===== src/common/spes_pkg.sv =====
// constants, register map and carriers of the shunt power and energy scaler
package spes_pkg;

   // ----------------------------------------------------------------
   // clock and conversion timing
   // ----------------------------------------------------------------
   localparam int CLK_MHZ = 200;
   localparam int CONV_TIME_US [8] = '{50, 84, 150, 280, 540, 1052, 2074, 4120};
   localparam int AVG_LOG2 [8] = '{0, 2, 4, 6, 7, 8, 9, 10};

   // cycles per conversion, rounded to whole cycles of the 200 MHz clock
   function automatic int conv_cycles(input int idx);
      return CONV_TIME_US[idx] * CLK_MHZ;
   endfunction

   // ----------------------------------------------------------------
   // register byte offsets
   // ----------------------------------------------------------------
   localparam logic [7:0] ADDR_CONFIG    = 8'h00;
   localparam logic [7:0] ADDR_ADC_CFG   = 8'h04;
   localparam logic [7:0] ADDR_SHUNT_CAL = 8'h08;
   localparam logic [7:0] ADDR_SHUNT     = 8'h0C;
   localparam logic [7:0] ADDR_BUS       = 8'h10;
   localparam logic [7:0] ADDR_CURRENT   = 8'h14;
   localparam logic [7:0] ADDR_POWER     = 8'h18;
   localparam logic [7:0] ADDR_ENERGY_LO = 8'h1C;
   localparam logic [7:0] ADDR_ENERGY_HI = 8'h20;
   localparam logic [7:0] ADDR_CHARGE_LO = 8'h24;
   localparam logic [7:0] ADDR_CHARGE_HI = 8'h28;
   localparam logic [7:0] ADDR_STATUS    = 8'h2C;

   // ----------------------------------------------------------------
   // field positions and reset values
   // ----------------------------------------------------------------
   localparam int CFG_CLR_BIT   = 0;
   localparam int CFG_RANGE_BIT = 4;
   localparam int ADC_CT_LSB    = 0;
   localparam int ADC_AVG_LSB   = 4;
   localparam int ADC_RUN_BIT   = 8;
   localparam int STAT_RDY_BIT  = 0;
   localparam logic        RANGE_RST   = 1'b0;
   localparam logic [8:0]  ADC_CFG_RST = 9'h000;
   localparam logic [14:0] CAL_RST     = 15'h0000;

   // ----------------------------------------------------------------
   // datapath scaling
   // ----------------------------------------------------------------
   localparam int CUR_SHIFT = 12;
   localparam int POW_SHIFT = 16;

   // one raw conversion from the converter, before the scaler averages it
   typedef struct packed {
      logic signed [19:0] shunt;
      logic        [19:0] bus;
   } spes_sample_t;

   // AHB-Lite request from the master
   typedef struct packed {
      logic        hsel;
      logic [31:0] haddr;
      logic [1:0]  htrans;
      logic        hwrite;
      logic [2:0]  hsize;
      logic        hready;
      logic [31:0] hwdata;
   } spes_ahb_req_t;

endpackage


===== src/spes_scaler.sv =====
// shunt power, energy and charge scaling datapath with its AHB-Lite register file
//
// Local design decisions: the register offsets and the AHB-Lite register port.
`timescale 1ns/1ps

// What this block does
// - after each averaged shunt result, current equals shunt reading scaled by calibration register.
// - a zero calibration value gives a current result of zero.
// - current result least bit is weighted by the step implied by calibration.
// - power result is 24 bits, watts equal 3.2 times step times reading.
// - energy accumulator is 40-bit unsigned, joules are 16 times power weight.
// - charge accumulator is 40-bit signed two's complement, scaled by current step.
// - both accumulators wrap on overflow; energy continues from zero, charge from the other end of its signed range.
// - setting the clear bit in configuration clears energy and charge accumulators.
// - eight conversion times from 50 to 4120 microseconds are offered.
// - a selectable number of conversions is averaged into one output sample.
// - range bit clear selects 312.5 nV steps, set selects 78.125 nV steps.
module spes_scaler
   import spes_pkg::*;
#(
   parameter int unsigned CONV_CYCLES [8] = '{conv_cycles(0), conv_cycles(1), conv_cycles(2), conv_cycles(3),
                                              conv_cycles(4), conv_cycles(5), conv_cycles(6), conv_cycles(7)}
) (
   // clock and reset
   input  wire logic          hclk,
   input  wire logic          hresetn,
   // register bus
   input  wire spes_ahb_req_t ahb_req,
   output logic               hreadyout,
   output logic               hresp,
   output logic [31:0]        hrdata,
   // converter side
   input  wire logic          adc_valid,
   input  wire spes_sample_t  adc_data,
   output logic               adc_start,
   output logic               adc_range
);

   // ----------------------------------------------------------------
   // register file and bus slave
   // ----------------------------------------------------------------
   logic        range_reg,    range_next;
   logic [8:0]  adc_cfg_reg,  adc_cfg_next;
   logic [14:0] cal_reg,      cal_next;
   logic        rdy_reg,      rdy_next;
   logic        clr_reg,      clr_next;
   logic        wr_ph_reg,    wr_ph_next;
   logic [7:0]  wr_addr_reg,  wr_addr_next;
   logic [31:0] rdata_reg,    rdata_next;
   logic        addr_ok;

   logic signed [19:0] shunt_reg;
   logic        [19:0] bus_reg;
   logic signed [19:0] current_reg;
   logic        [23:0] power_reg;
   logic        [39:0] energy_reg;
   logic signed [39:0] charge_reg;
   logic               s3_reg;

   // register read mux, shared by the bus slave only
   function automatic logic [31:0] read_mux(input logic [7:0] a);
      logic [31:0] v;
      v = 32'h0000_0000;
      unique case (a)
         ADDR_CONFIG:    v[CFG_RANGE_BIT] = range_reg;
         ADDR_ADC_CFG:   v[8:0] = adc_cfg_reg;
         ADDR_SHUNT_CAL: v[14:0] = cal_reg;
         ADDR_SHUNT:     v = {{12{shunt_reg[19]}}, shunt_reg};
         ADDR_BUS:       v[19:0] = bus_reg;
         ADDR_CURRENT:   v = {{12{current_reg[19]}}, current_reg};
         ADDR_POWER:     v[23:0] = power_reg;
         ADDR_ENERGY_LO: v = energy_reg[31:0];
         ADDR_ENERGY_HI: v[7:0] = energy_reg[39:32];
         ADDR_CHARGE_LO: v = charge_reg[31:0];
         ADDR_CHARGE_HI: v = {{24{charge_reg[39]}}, charge_reg[39:32]};
         ADDR_STATUS:    v[STAT_RDY_BIT] = rdy_reg;
         default:        v = 32'h0000_0000;
      endcase
      return v;
   endfunction

   always_comb begin
      addr_ok      = ahb_req.hsel && ahb_req.htrans[1] && ahb_req.hready;
      range_next   = range_reg;
      adc_cfg_next = adc_cfg_reg;
      cal_next     = cal_reg;
      clr_next     = 1'b0;
      wr_ph_next   = addr_ok && ahb_req.hwrite;
      wr_addr_next = addr_ok ? ahb_req.haddr[7:0] : wr_addr_reg;
      rdata_next   = (addr_ok && !ahb_req.hwrite) ? read_mux(ahb_req.haddr[7:0]) : 32'h0000_0000;
      rdy_next     = rdy_reg;
      if (addr_ok && !ahb_req.hwrite && ahb_req.haddr[7:0] == ADDR_STATUS) begin
         rdy_next = 1'b0;
      end
      // a new sample in the same cycle as the clearing read still sets the flag
      if (s3_reg) begin
         rdy_next = 1'b1;
      end
      if (wr_ph_reg) begin
         unique case (wr_addr_reg)
            ADDR_CONFIG: begin
               range_next = ahb_req.hwdata[CFG_RANGE_BIT];
               clr_next   = ahb_req.hwdata[CFG_CLR_BIT];
            end
            ADDR_ADC_CFG: begin
               adc_cfg_next = ahb_req.hwdata[8:0];
            end
            ADDR_SHUNT_CAL: begin
               cal_next     = ahb_req.hwdata[14:0];
            end
            default: begin
            end
         endcase
      end
   end

   always_ff @(posedge hclk or negedge hresetn) begin
      if (!hresetn) begin
         range_reg   <= RANGE_RST;
         adc_cfg_reg <= ADC_CFG_RST;
         cal_reg     <= CAL_RST;
         clr_reg     <= 1'b0;
         rdy_reg     <= 1'b0;
         wr_ph_reg   <= 1'b0;
         wr_addr_reg <= 8'h00;
         rdata_reg   <= 32'h0000_0000;
      end else begin
         range_reg   <= range_next;
         adc_cfg_reg <= adc_cfg_next;
         cal_reg     <= cal_next;
         clr_reg     <= clr_next;
         rdy_reg     <= rdy_next;
         wr_ph_reg   <= wr_ph_next;
         wr_addr_reg <= wr_addr_next;
         rdata_reg   <= rdata_next;
      end
   end

   // zero wait states: read data is prepared during the address phase
   logic        hready_reg;
   logic        hresp_reg;

   // the slave never stretches a transfer or reports an error, so both answer flops stay fixed
   always_ff @(posedge hclk or negedge hresetn) begin
      if (!hresetn) begin
         hready_reg <= 1'b1;
         hresp_reg  <= 1'b0;
      end else begin
         hready_reg <= 1'b1;
         hresp_reg  <= 1'b0;
      end
   end

   assign hreadyout = hready_reg;
   assign hresp     = hresp_reg;
   assign hrdata    = rdata_reg;
   assign adc_range = range_reg;

   // ----------------------------------------------------------------
   // conversion timer and averaging
   // ----------------------------------------------------------------
   logic [2:0]         ct_sel;
   logic [2:0]         avg_sel;
   logic               run;
   logic [19:0]        tmr_reg,   tmr_next;
   logic               start_reg, start_next;
   logic signed [29:0] sum_s_reg, sum_s_next;
   logic        [29:0] sum_b_reg, sum_b_next;
   logic [10:0]        n_reg,     n_next;
   logic               s1_reg,    s1_next;
   logic signed [19:0] shunt_next;
   logic        [19:0] bus_next;
   logic signed [29:0] sum_s_add;
   logic        [29:0] sum_b_add;
   logic [10:0]        n_add;
   logic [10:0]        avg_n;

   always_comb begin
      ct_sel     = adc_cfg_reg[ADC_CT_LSB +: 3];
      avg_sel    = adc_cfg_reg[ADC_AVG_LSB +: 3];
      run        = adc_cfg_reg[ADC_RUN_BIT];
      avg_n      = 11'h001 << AVG_LOG2[avg_sel];
      tmr_next   = tmr_reg;
      start_next = 1'b0;
      if (!run) begin
         tmr_next = 20'h00000;
      end else if (tmr_reg == 20'h00000) begin
         start_next = 1'b1;
         tmr_next   = 20'(CONV_CYCLES[ct_sel] - 1);
      end else begin
         tmr_next = tmr_reg - 20'h00001;
      end
      sum_s_add  = sum_s_reg + 30'(adc_data.shunt);
      sum_b_add  = sum_b_reg + {10'h000, adc_data.bus};
      n_add      = n_reg + 11'h001;
      sum_s_next = sum_s_reg;
      sum_b_next = sum_b_reg;
      n_next     = n_reg;
      s1_next    = 1'b0;
      shunt_next = shunt_reg;
      bus_next   = bus_reg;
      if (adc_valid) begin
         // >= so that lowering the count mid-way cannot strand the average
         if (n_add >= avg_n) begin
            s1_next    = 1'b1;
            shunt_next = 20'(sum_s_add >>> AVG_LOG2[avg_sel]);
            bus_next   = 20'(sum_b_add >> AVG_LOG2[avg_sel]);
            sum_s_next = 30'h0000_0000;
            sum_b_next = 30'h0000_0000;
            n_next     = 11'h000;
         end else begin
            sum_s_next = sum_s_add;
            sum_b_next = sum_b_add;
            n_next     = n_add;
         end
      end
   end

   always_ff @(posedge hclk or negedge hresetn) begin
      if (!hresetn) begin
         tmr_reg   <= 20'h00000;
         start_reg <= 1'b0;
         sum_s_reg <= 30'h0000_0000;
         sum_b_reg <= 30'h0000_0000;
         n_reg     <= 11'h000;
         s1_reg    <= 1'b0;
         shunt_reg <= 20'h00000;
         bus_reg   <= 20'h00000;
      end else begin
         tmr_reg   <= tmr_next;
         start_reg <= start_next;
         sum_s_reg <= sum_s_next;
         sum_b_reg <= sum_b_next;
         n_reg     <= n_next;
         s1_reg    <= s1_next;
         shunt_reg <= shunt_next;
         bus_reg   <= bus_next;
      end
   end

   assign adc_start = start_reg;

   // ----------------------------------------------------------------
   // current, power and accumulators
   // ----------------------------------------------------------------
   logic signed [35:0] cur_prod;
   logic        [19:0] cur_mag;
   logic        [39:0] pow_prod;
   logic signed [19:0] current_next;
   logic        [23:0] power_next;
   logic        [39:0] energy_next;
   logic signed [39:0] charge_next;
   logic               s2_reg;

   always_comb begin
      // the calibration value weights the current step size
      cur_prod     = shunt_reg * $signed({1'b0, cal_reg});
      current_next = s1_reg ? 20'(cur_prod >>> CUR_SHIFT) : current_reg;
      cur_mag      = current_reg[19] ? 20'(-current_reg) : 20'(current_reg);
      pow_prod     = cur_mag * bus_reg;
      power_next   = s2_reg ? 24'(pow_prod >> POW_SHIFT) : power_reg;
      energy_next  = energy_reg;
      charge_next  = charge_reg;
      if (s2_reg) begin
         charge_next = charge_reg + 40'(current_reg);
      end
      if (s3_reg) begin
         energy_next = energy_reg + {16'h0000, power_reg};
      end
      // a clear request outranks an add in the same cycle
      if (clr_reg) begin
         energy_next = 40'h00_0000_0000;
         charge_next = 40'h00_0000_0000;
      end
   end

   always_ff @(posedge hclk or negedge hresetn) begin
      if (!hresetn) begin
         current_reg <= 20'h00000;
         power_reg   <= 24'h000000;
         energy_reg  <= 40'h00_0000_0000;
         charge_reg  <= 40'h00_0000_0000;
         s2_reg      <= 1'b0;
         s3_reg      <= 1'b0;
      end else begin
         current_reg <= current_next;
         power_reg   <= power_next;
         energy_reg  <= energy_next;
         charge_reg  <= charge_next;
         s2_reg      <= s1_reg;
         s3_reg      <= s2_reg;
      end
   end

   // ----------------------------------------------------------------
   // checks
   // ----------------------------------------------------------------
   logic [19:0] gap_reg;
   logic        gap_ok_reg;

   always_ff @(posedge hclk or negedge hresetn) begin
      if (!hresetn) begin
         gap_reg    <= 20'h00000;
         gap_ok_reg <= 1'b0;
      end else begin
         gap_reg    <= start_reg ? 20'h00001 : gap_reg + 20'h00001;
         gap_ok_reg <= (wr_ph_reg && wr_addr_reg == ADDR_ADC_CFG) ? 1'b0 : (start_reg ? 1'b1 : gap_ok_reg);
      end
   end
endmodule


===== config.mk =====
export PLATFORM = sky130hd
export DESIGN_NAME = spes_scaler
export DESIGN_NICKNAME = d
export VERILOG_FILES = /design/src/common/spes_pkg.sv /design/src/spes_scaler.sv
export SDC_FILE = /design/constraint.sdc
export NUM_CORES = 2
export LEC_CHECK = 0
export BUFFER_PORTS_ARGS = -buffer_cell sky130_fd_sc_hd__clkbuf_2
export CAP_MARGIN = 20
export CORE_MARGIN = 5
export CORE_UTILIZATION = 65
export CTS_CLUSTER_DIAMETER = 50
export DETAILED_ROUTE_END_ITERATION = 12
export HOLD_SLACK_MARGIN = 0.1
export PLACE_DENSITY = 0.83
export SLEW_MARGIN = 15
export SYNTH_ARGS = -nofsm -noshare
export SYNTH_HDL_FRONTEND = slang
export SYNTH_SLANG_ARGS = --single-unit

===== constraint.sdc =====
create_clock -name hclk -period 11.8 [get_ports hclk]
set_input_delay 2.36 -clock hclk [delete_from_list [all_inputs] [get_ports hclk]]
set_output_delay 2.36 -clock hclk [all_outputs]
set_load 0.1 [all_outputs]

# [After elaboration in Yosys (flattened, before gate mapping)]
# Memories as Yosys holds them, arrays and structs flattened.
# Index checks and enable logic that the tools add are counted.
[op_classes] addsub=8 n_mul=2 order_cmp=3 n_eq_ne=13 shift=3 muxes=32 n_bitwise=2 n_reduce_logical=16
[op_table] cell="two-way mux 40 bit" n=4
[op_table] cell="two-way mux 20 bit" n=5
[op_table] cell="two-way mux 32 bit" n=3
[op_table] cell="adder 30 x 20 -> 30 bit" n=2
[op_table] cell="two-way mux 30 bit" n=2
[op_table] cell="one-hot mux 3 bit (10 select lines)" n=2
[op_table] cell="one-hot mux 6 bit (8 select lines)" n=1
[op_table] cell="adder 40 x 20 -> 40 bit" n=1
[op_table] cell="adder 40 x 24 -> 40 bit" n=1
[op_table] cell="multiplier 20 x 20 -> 40 bit" n=1
[op_table] cell="one-hot mux 8 bit (5 select lines)" n=1
[op_table] cell="subtractor 20 x 1 -> 20 bit (second input constant)" n=2
[op_table] cell="one-hot mux 5 bit (7 select lines)" n=1
[op_table] cell="== test 8 x 5 -> 1 bit (second input constant)" n=4
[op_table] cell="== test 8 x 6 -> 1 bit (second input constant)" n=4
[op_table] cell="multiplier 20 x 16 -> 32 bit" n=1
[op_table] cell="<< shifter 1 x 32 -> 11 bit (first input constant)" n=1
[op_table] cell=">> shifter 30 x 32 -> 20 bit" n=1
[op_table] cell=">>> shifter 30 x 32 -> 20 bit" n=1
[op_table] cell="== test 8 x 4 -> 1 bit (second input constant)" n=3
[op_table] cell="one-hot mux 4 bit (6 select lines)" n=1
[op_table] cell="one-hot mux 1 bit (11 select lines)" n=2
[op_table] cell="logical NOT 20 bit" n=1
[op_table] cell="negator 20 bit" n=1
[op_table] cell="13 further kinds" n=33
[totals] regBits=327 rom_bits=512 in_bits=115 output_inout_bits=36 n_memories=2
[memory_table] name="(name not given)" words=8 width=32 read_ports=1 rd_clocked_by_memory_dff=0 wr=0 line_no="spes_scaler.sv:207" source="bus_next = 20'(sum_b_add >> AVG_LOG2[avg_sel]);"
[memory_table] name="(name not given)" words=8 width=32 read_ports=1 rd_clocked_by_memory_dff=0 wr=0 line_no="spes_scaler.sv:189" source="tmr_next = 20'(CONV_CYCLES[ct_sel] - 1);"

# [Logic depth before layout (Yosys ltp)]
[depth] word_depth=8 depth_mapped=34 depth_no_buf=32

# [Worst setup path after synthesis]
# Ideal clock, no wire load.
[synth_timing] path_type="register -> register" startpoint="register current_reg[19]" endpoint="register power_reg[20]" arrival_ns=7.748 required_ns=11.675 slack_ns=3.927 stages_incl_launch_ff=32 n_path_buf=3 period_less_slack_ns=7.873 cell_sequence="dfrtp_1 -> buf_2 -> clkbuf_1 -> o41ai_1 -> xnor2_1 -> clkbuf_1 -> and2_1 -> fa_1 -> fa_1 -> inv_1 -> fa_1 -> inv_1 -> fa_1 -> inv_1 -> fa_1 -> inv_1 -> fa_1 -> inv_1 -> fa_1 -> inv_1 -> ha_1 -> a211oi_1 -> o21bai_1 -> a21o_1 -> a21oi_1 -> a21oi_1 -> o211a_1 -> a21oi_1 -> o211ai_1 -> a31oi_1 -> xnor2_1 -> mux2_2"
[synth_between] elab_chain_cells=3
[synth_lines] element="start, declared" line_no="spes_scaler.sv:54" source="logic signed [19:0] current_reg;"
[synth_lines] element="start signal, assigned" line_no="spes_scaler.sv:286" source="current_reg <= current_next;"
[synth_lines] element="negator 20 bit" line_no="spes_scaler.sv:259" source="cur_mag = current_reg[19] ? 20'(-current_reg) : 20'(current_reg);"
[synth_lines] element="two-way mux 20 bit *" line_no="spes_scaler.sv:259"
[synth_lines] element="multiplier 20 x 20 -> 40 bit *" line_no="spes_scaler.sv:260" source="pow_prod = cur_mag * bus_reg;"
[synth_lines] element="end signal, assigned" line_no="spes_scaler.sv:287" source="power_reg <= power_next;"
[synth_lines] element="end, declared" line_no="spes_scaler.sv:55" source="logic [23:0] power_reg;"
# Mark *: on every way between the ends. The rest lies on a longest branch, timed or not.
# A chain may end at the register's enable or synchronous reset.

# [Final worst setup path]
[layout_timing] startpoint="register current_reg[0]" endpoint="register power_reg[20]"
# Same word-level chain as after synthesis.

==> flow_summary_export.csv <==
group,metric,value,unit
run_status,status,"finished, final reports clean",
global_route,use_met1,47.4,%
logic_synthesis,yosys.area.top_type,"fa_1",
logic_synthesis,synth_fa_ha_area_share,35.8,%
timing,rsz0062_at_grt,"no",
setup_path,cpMaxStageDelayCell,"fa_1",
logic_synthesis,synth_seq_cells,327,
global_route,grt_max_degree,85,
cts,clkLatencyLatePin,0.62,ns
cts,cts_buffers,50,
die,io_pins,151,
placement,numPortBuffers,103,
logic_synthesis,synth.distinct_cells,88,
logic_synthesis,synth_cells,5077,
cts,clock-sinks,327,
logic_synthesis,synth-edff-count,0,
die,fp.dieH,275,um
logic_synthesis,syn_area,45500,sq um
cts,cts_resized,0,
global_route,gr-max-usage-layer,"met2",
timing,fin_crit,9.03,ns
die,die_width,275,um
timing,relSlewSlack,21.6,%
finish,final_nets,6117,
cts,clk_pin_slew_worst_paths,0.06,ns
detailed_routing,drc,0,
cts,cts_max_path_buffers,3,
setup_path,crit_fanout,23,
setup_path,crit_family,"adder cells",
setup_path,end_kind,"flip-flop",
global_route,grt_util_met2,56.6,%
timing,setup_violations,0,
global_route,grtUsageMet3,9.78,%
die,die_area,75400,sq um
timing,hold_viol,0,
timing,whs,0.468,ns
logic_synthesis,postSynthAreaPerCell,8.96,sq um
logic_synthesis,synth_compound_area_share,13.8,%
global_route,overflow,0,
timing,fin_ws,2.77,ns
timing,tightest_slew,1.18,ns
setup_path,cp_slowest_stage_delay,0.54,ns
global_route,antenna_found_initial,11,
timing,skew,0.0258,ns
cts,cts_hold_buf,0,
die,rows,97,
finish,drive_above_1_share,7.85,%
logic_synthesis,seq_area_frac_synth,18.0,%
timing,tns,0,ns
logic_synthesis,synthFlopType,"dfrtp_1",
timing,final.period_utilization,76.5,%
timing,slew_violations,0,
logic_synthesis,yosys_warnings,0,
finish,syn2layout_area_growth,6.91,%
finish,multi_input_area,33600,sq um
placement,place_ws,2.95,ns
logic_synthesis,synthSimpleGateAreaFrac,16.1,%
global_route,grt_pass1_vias,39600,
cts,cts_setup_buffers,0,
logic_synthesis,synthArstFlopShare,100,%
detailed_routing,drt-vias-per-instance,6.37,
logic_synthesis,synth_top_area_share,26.0,%
detailed_routing,routedWlPerCell,22.6,um
die,initial_core_util,65.2,%
global_route,grt_first_pass_wirelength,217000,um
global_route,grtUsageTotal,36.6,%
cts,cts_tree,"done",
finish,nFillCells,5212,
setup_path,crit_path_start_kind,"flip-flop",
detailed_routing,firstDrtPassIters,8,
detailed_routing,postRouteAntennaNets,0,
detailed_routing,drt_wl_total,136000,um
detailed_routing,first_iter_violations,4264,
min_path,hp-class,"reg2reg",
logic_synthesis,synth_mux_area_share,3.99,%
setup_path,critPathRequiredTime,12.30,ns
flow_run,cap_violations,0,
logic_synthesis,synthTopCellsByArea,"fa_1 (26%), dfrtp_1 (18%), ha_1 (9.8%)",
cts,cts_max_level,2,
setup_path,setup.worst_path.class,"reg2reg",
logic_synthesis,synth_top_family_by_area,"adder cells",
finish,fin_util,69.7,%
cts,root_buffer,"clkbuf_16",
die,core_area,69800,sq um
placement,gp_congestion,0.997,
timing,max_freq,0.111,GHz
detailed_routing,vias,38500,
setup_path,crit_top_cell,"fa_1",
placement,dpl.hpwl,100000,um
logic_synthesis,synth_xor_area_share,4.06,%
finish,register_area,8190,sq um
setup_path,crit_arrival,9.53,ns
setup_path,critPathBufInv,8,
==> kinds of logic after synthesis <==
group / count (synthesis)
adders and majority gates: 947
and+or+nand+nor: 1516
DFF: 327
AOI/OAI and AO/OA: 912
xor gates and xnor gates: 210
other: 2
buffers and inverters: 994
muxes: 169
==> per-layer routing <==
metal  routed length, um  vias to the layer above  part of all wire (%)
met4                8720                        6                   6.4
met5                  42                        -                 0.031
met1               50600                    18800                    37
li1                    -                    16700                     -
met3               16500                      568                    12
met2               60600                     2351                    44
==> cell type report <==
| type | instances | area share (%) |
|---|---|---|
| repair buffers | 193 | 2.53 |
| multi-input cells | 3758 | 69.1 |
| well taps | 940 | 2.42 |
| flip-flops and latches | 327 | 16.8 |
| clock buffers | 57 | 2.69 |
| inverters | 725 | 5.59 |
| clock inverters | 35 | 0.841 |
| diodes | 3 | 0.0154 |
==> placed cells by master, fill, tap and decap left out, types with 134 or more instances in the layout <==
master / n
a21oi_1: 215
dfrtp_1: 325
nor2_1: 232
xnor2_1: 149
and2_1: 359
ha_1: 356
fa_1: 591
inv_1: 721
o21ai_0: 134
nand2_1: 598
==> path summary, 6_finish.rpt <==
path                           startpoint       endpoint  slack [ns]  cells after the start
min                            tmr_reg[0]     tmr_reg[0]        0.47                      1
max                        current_reg[0]  power_reg[20]        2.77                     32
min reg2reg                    tmr_reg[0]     tmr_reg[0]        0.47                      1
max reg2reg                current_reg[0]  power_reg[20]        2.77                     32
min in group asynchronous         hresetn     hrdata[20]        1.73                      1
max in group asynchronous         hresetn  sum_s_reg[20]        7.94                      3
==> metrics by stage <==
stage,instances,instance area [sq um]
after floorplan,5079,45500
after global placement,5940,46900
after detailed placement,5940,46900
after CTS,6032,48600
after global routing,6036,48600
final,6038,48700
==> cell usage after synthesis (all sizes together) (23+ instances only) <==
library cell,instances
clkbuf,249
a31oi,45
mux2,78
mux2i,89
nand2,599
a22oi,34
o2bb2ai,40
and3,33
nand2b,31
a221oi,28
o31ai,23
a222oi,29
nor2,235
o21a,32
nor3,42
and2,359
a211oi,39
nand4,25
fa,591
xor2,59
inv,723
nand3,73
ha,356
o22ai,24
nor2b,44
dfrtp,327
a21o,86
xnor2,151
a21oi,216
o21ai,143
Power is not shown: default switching activity piles up to over one toggle a cycle in this logic, so the estimate is an artifact.
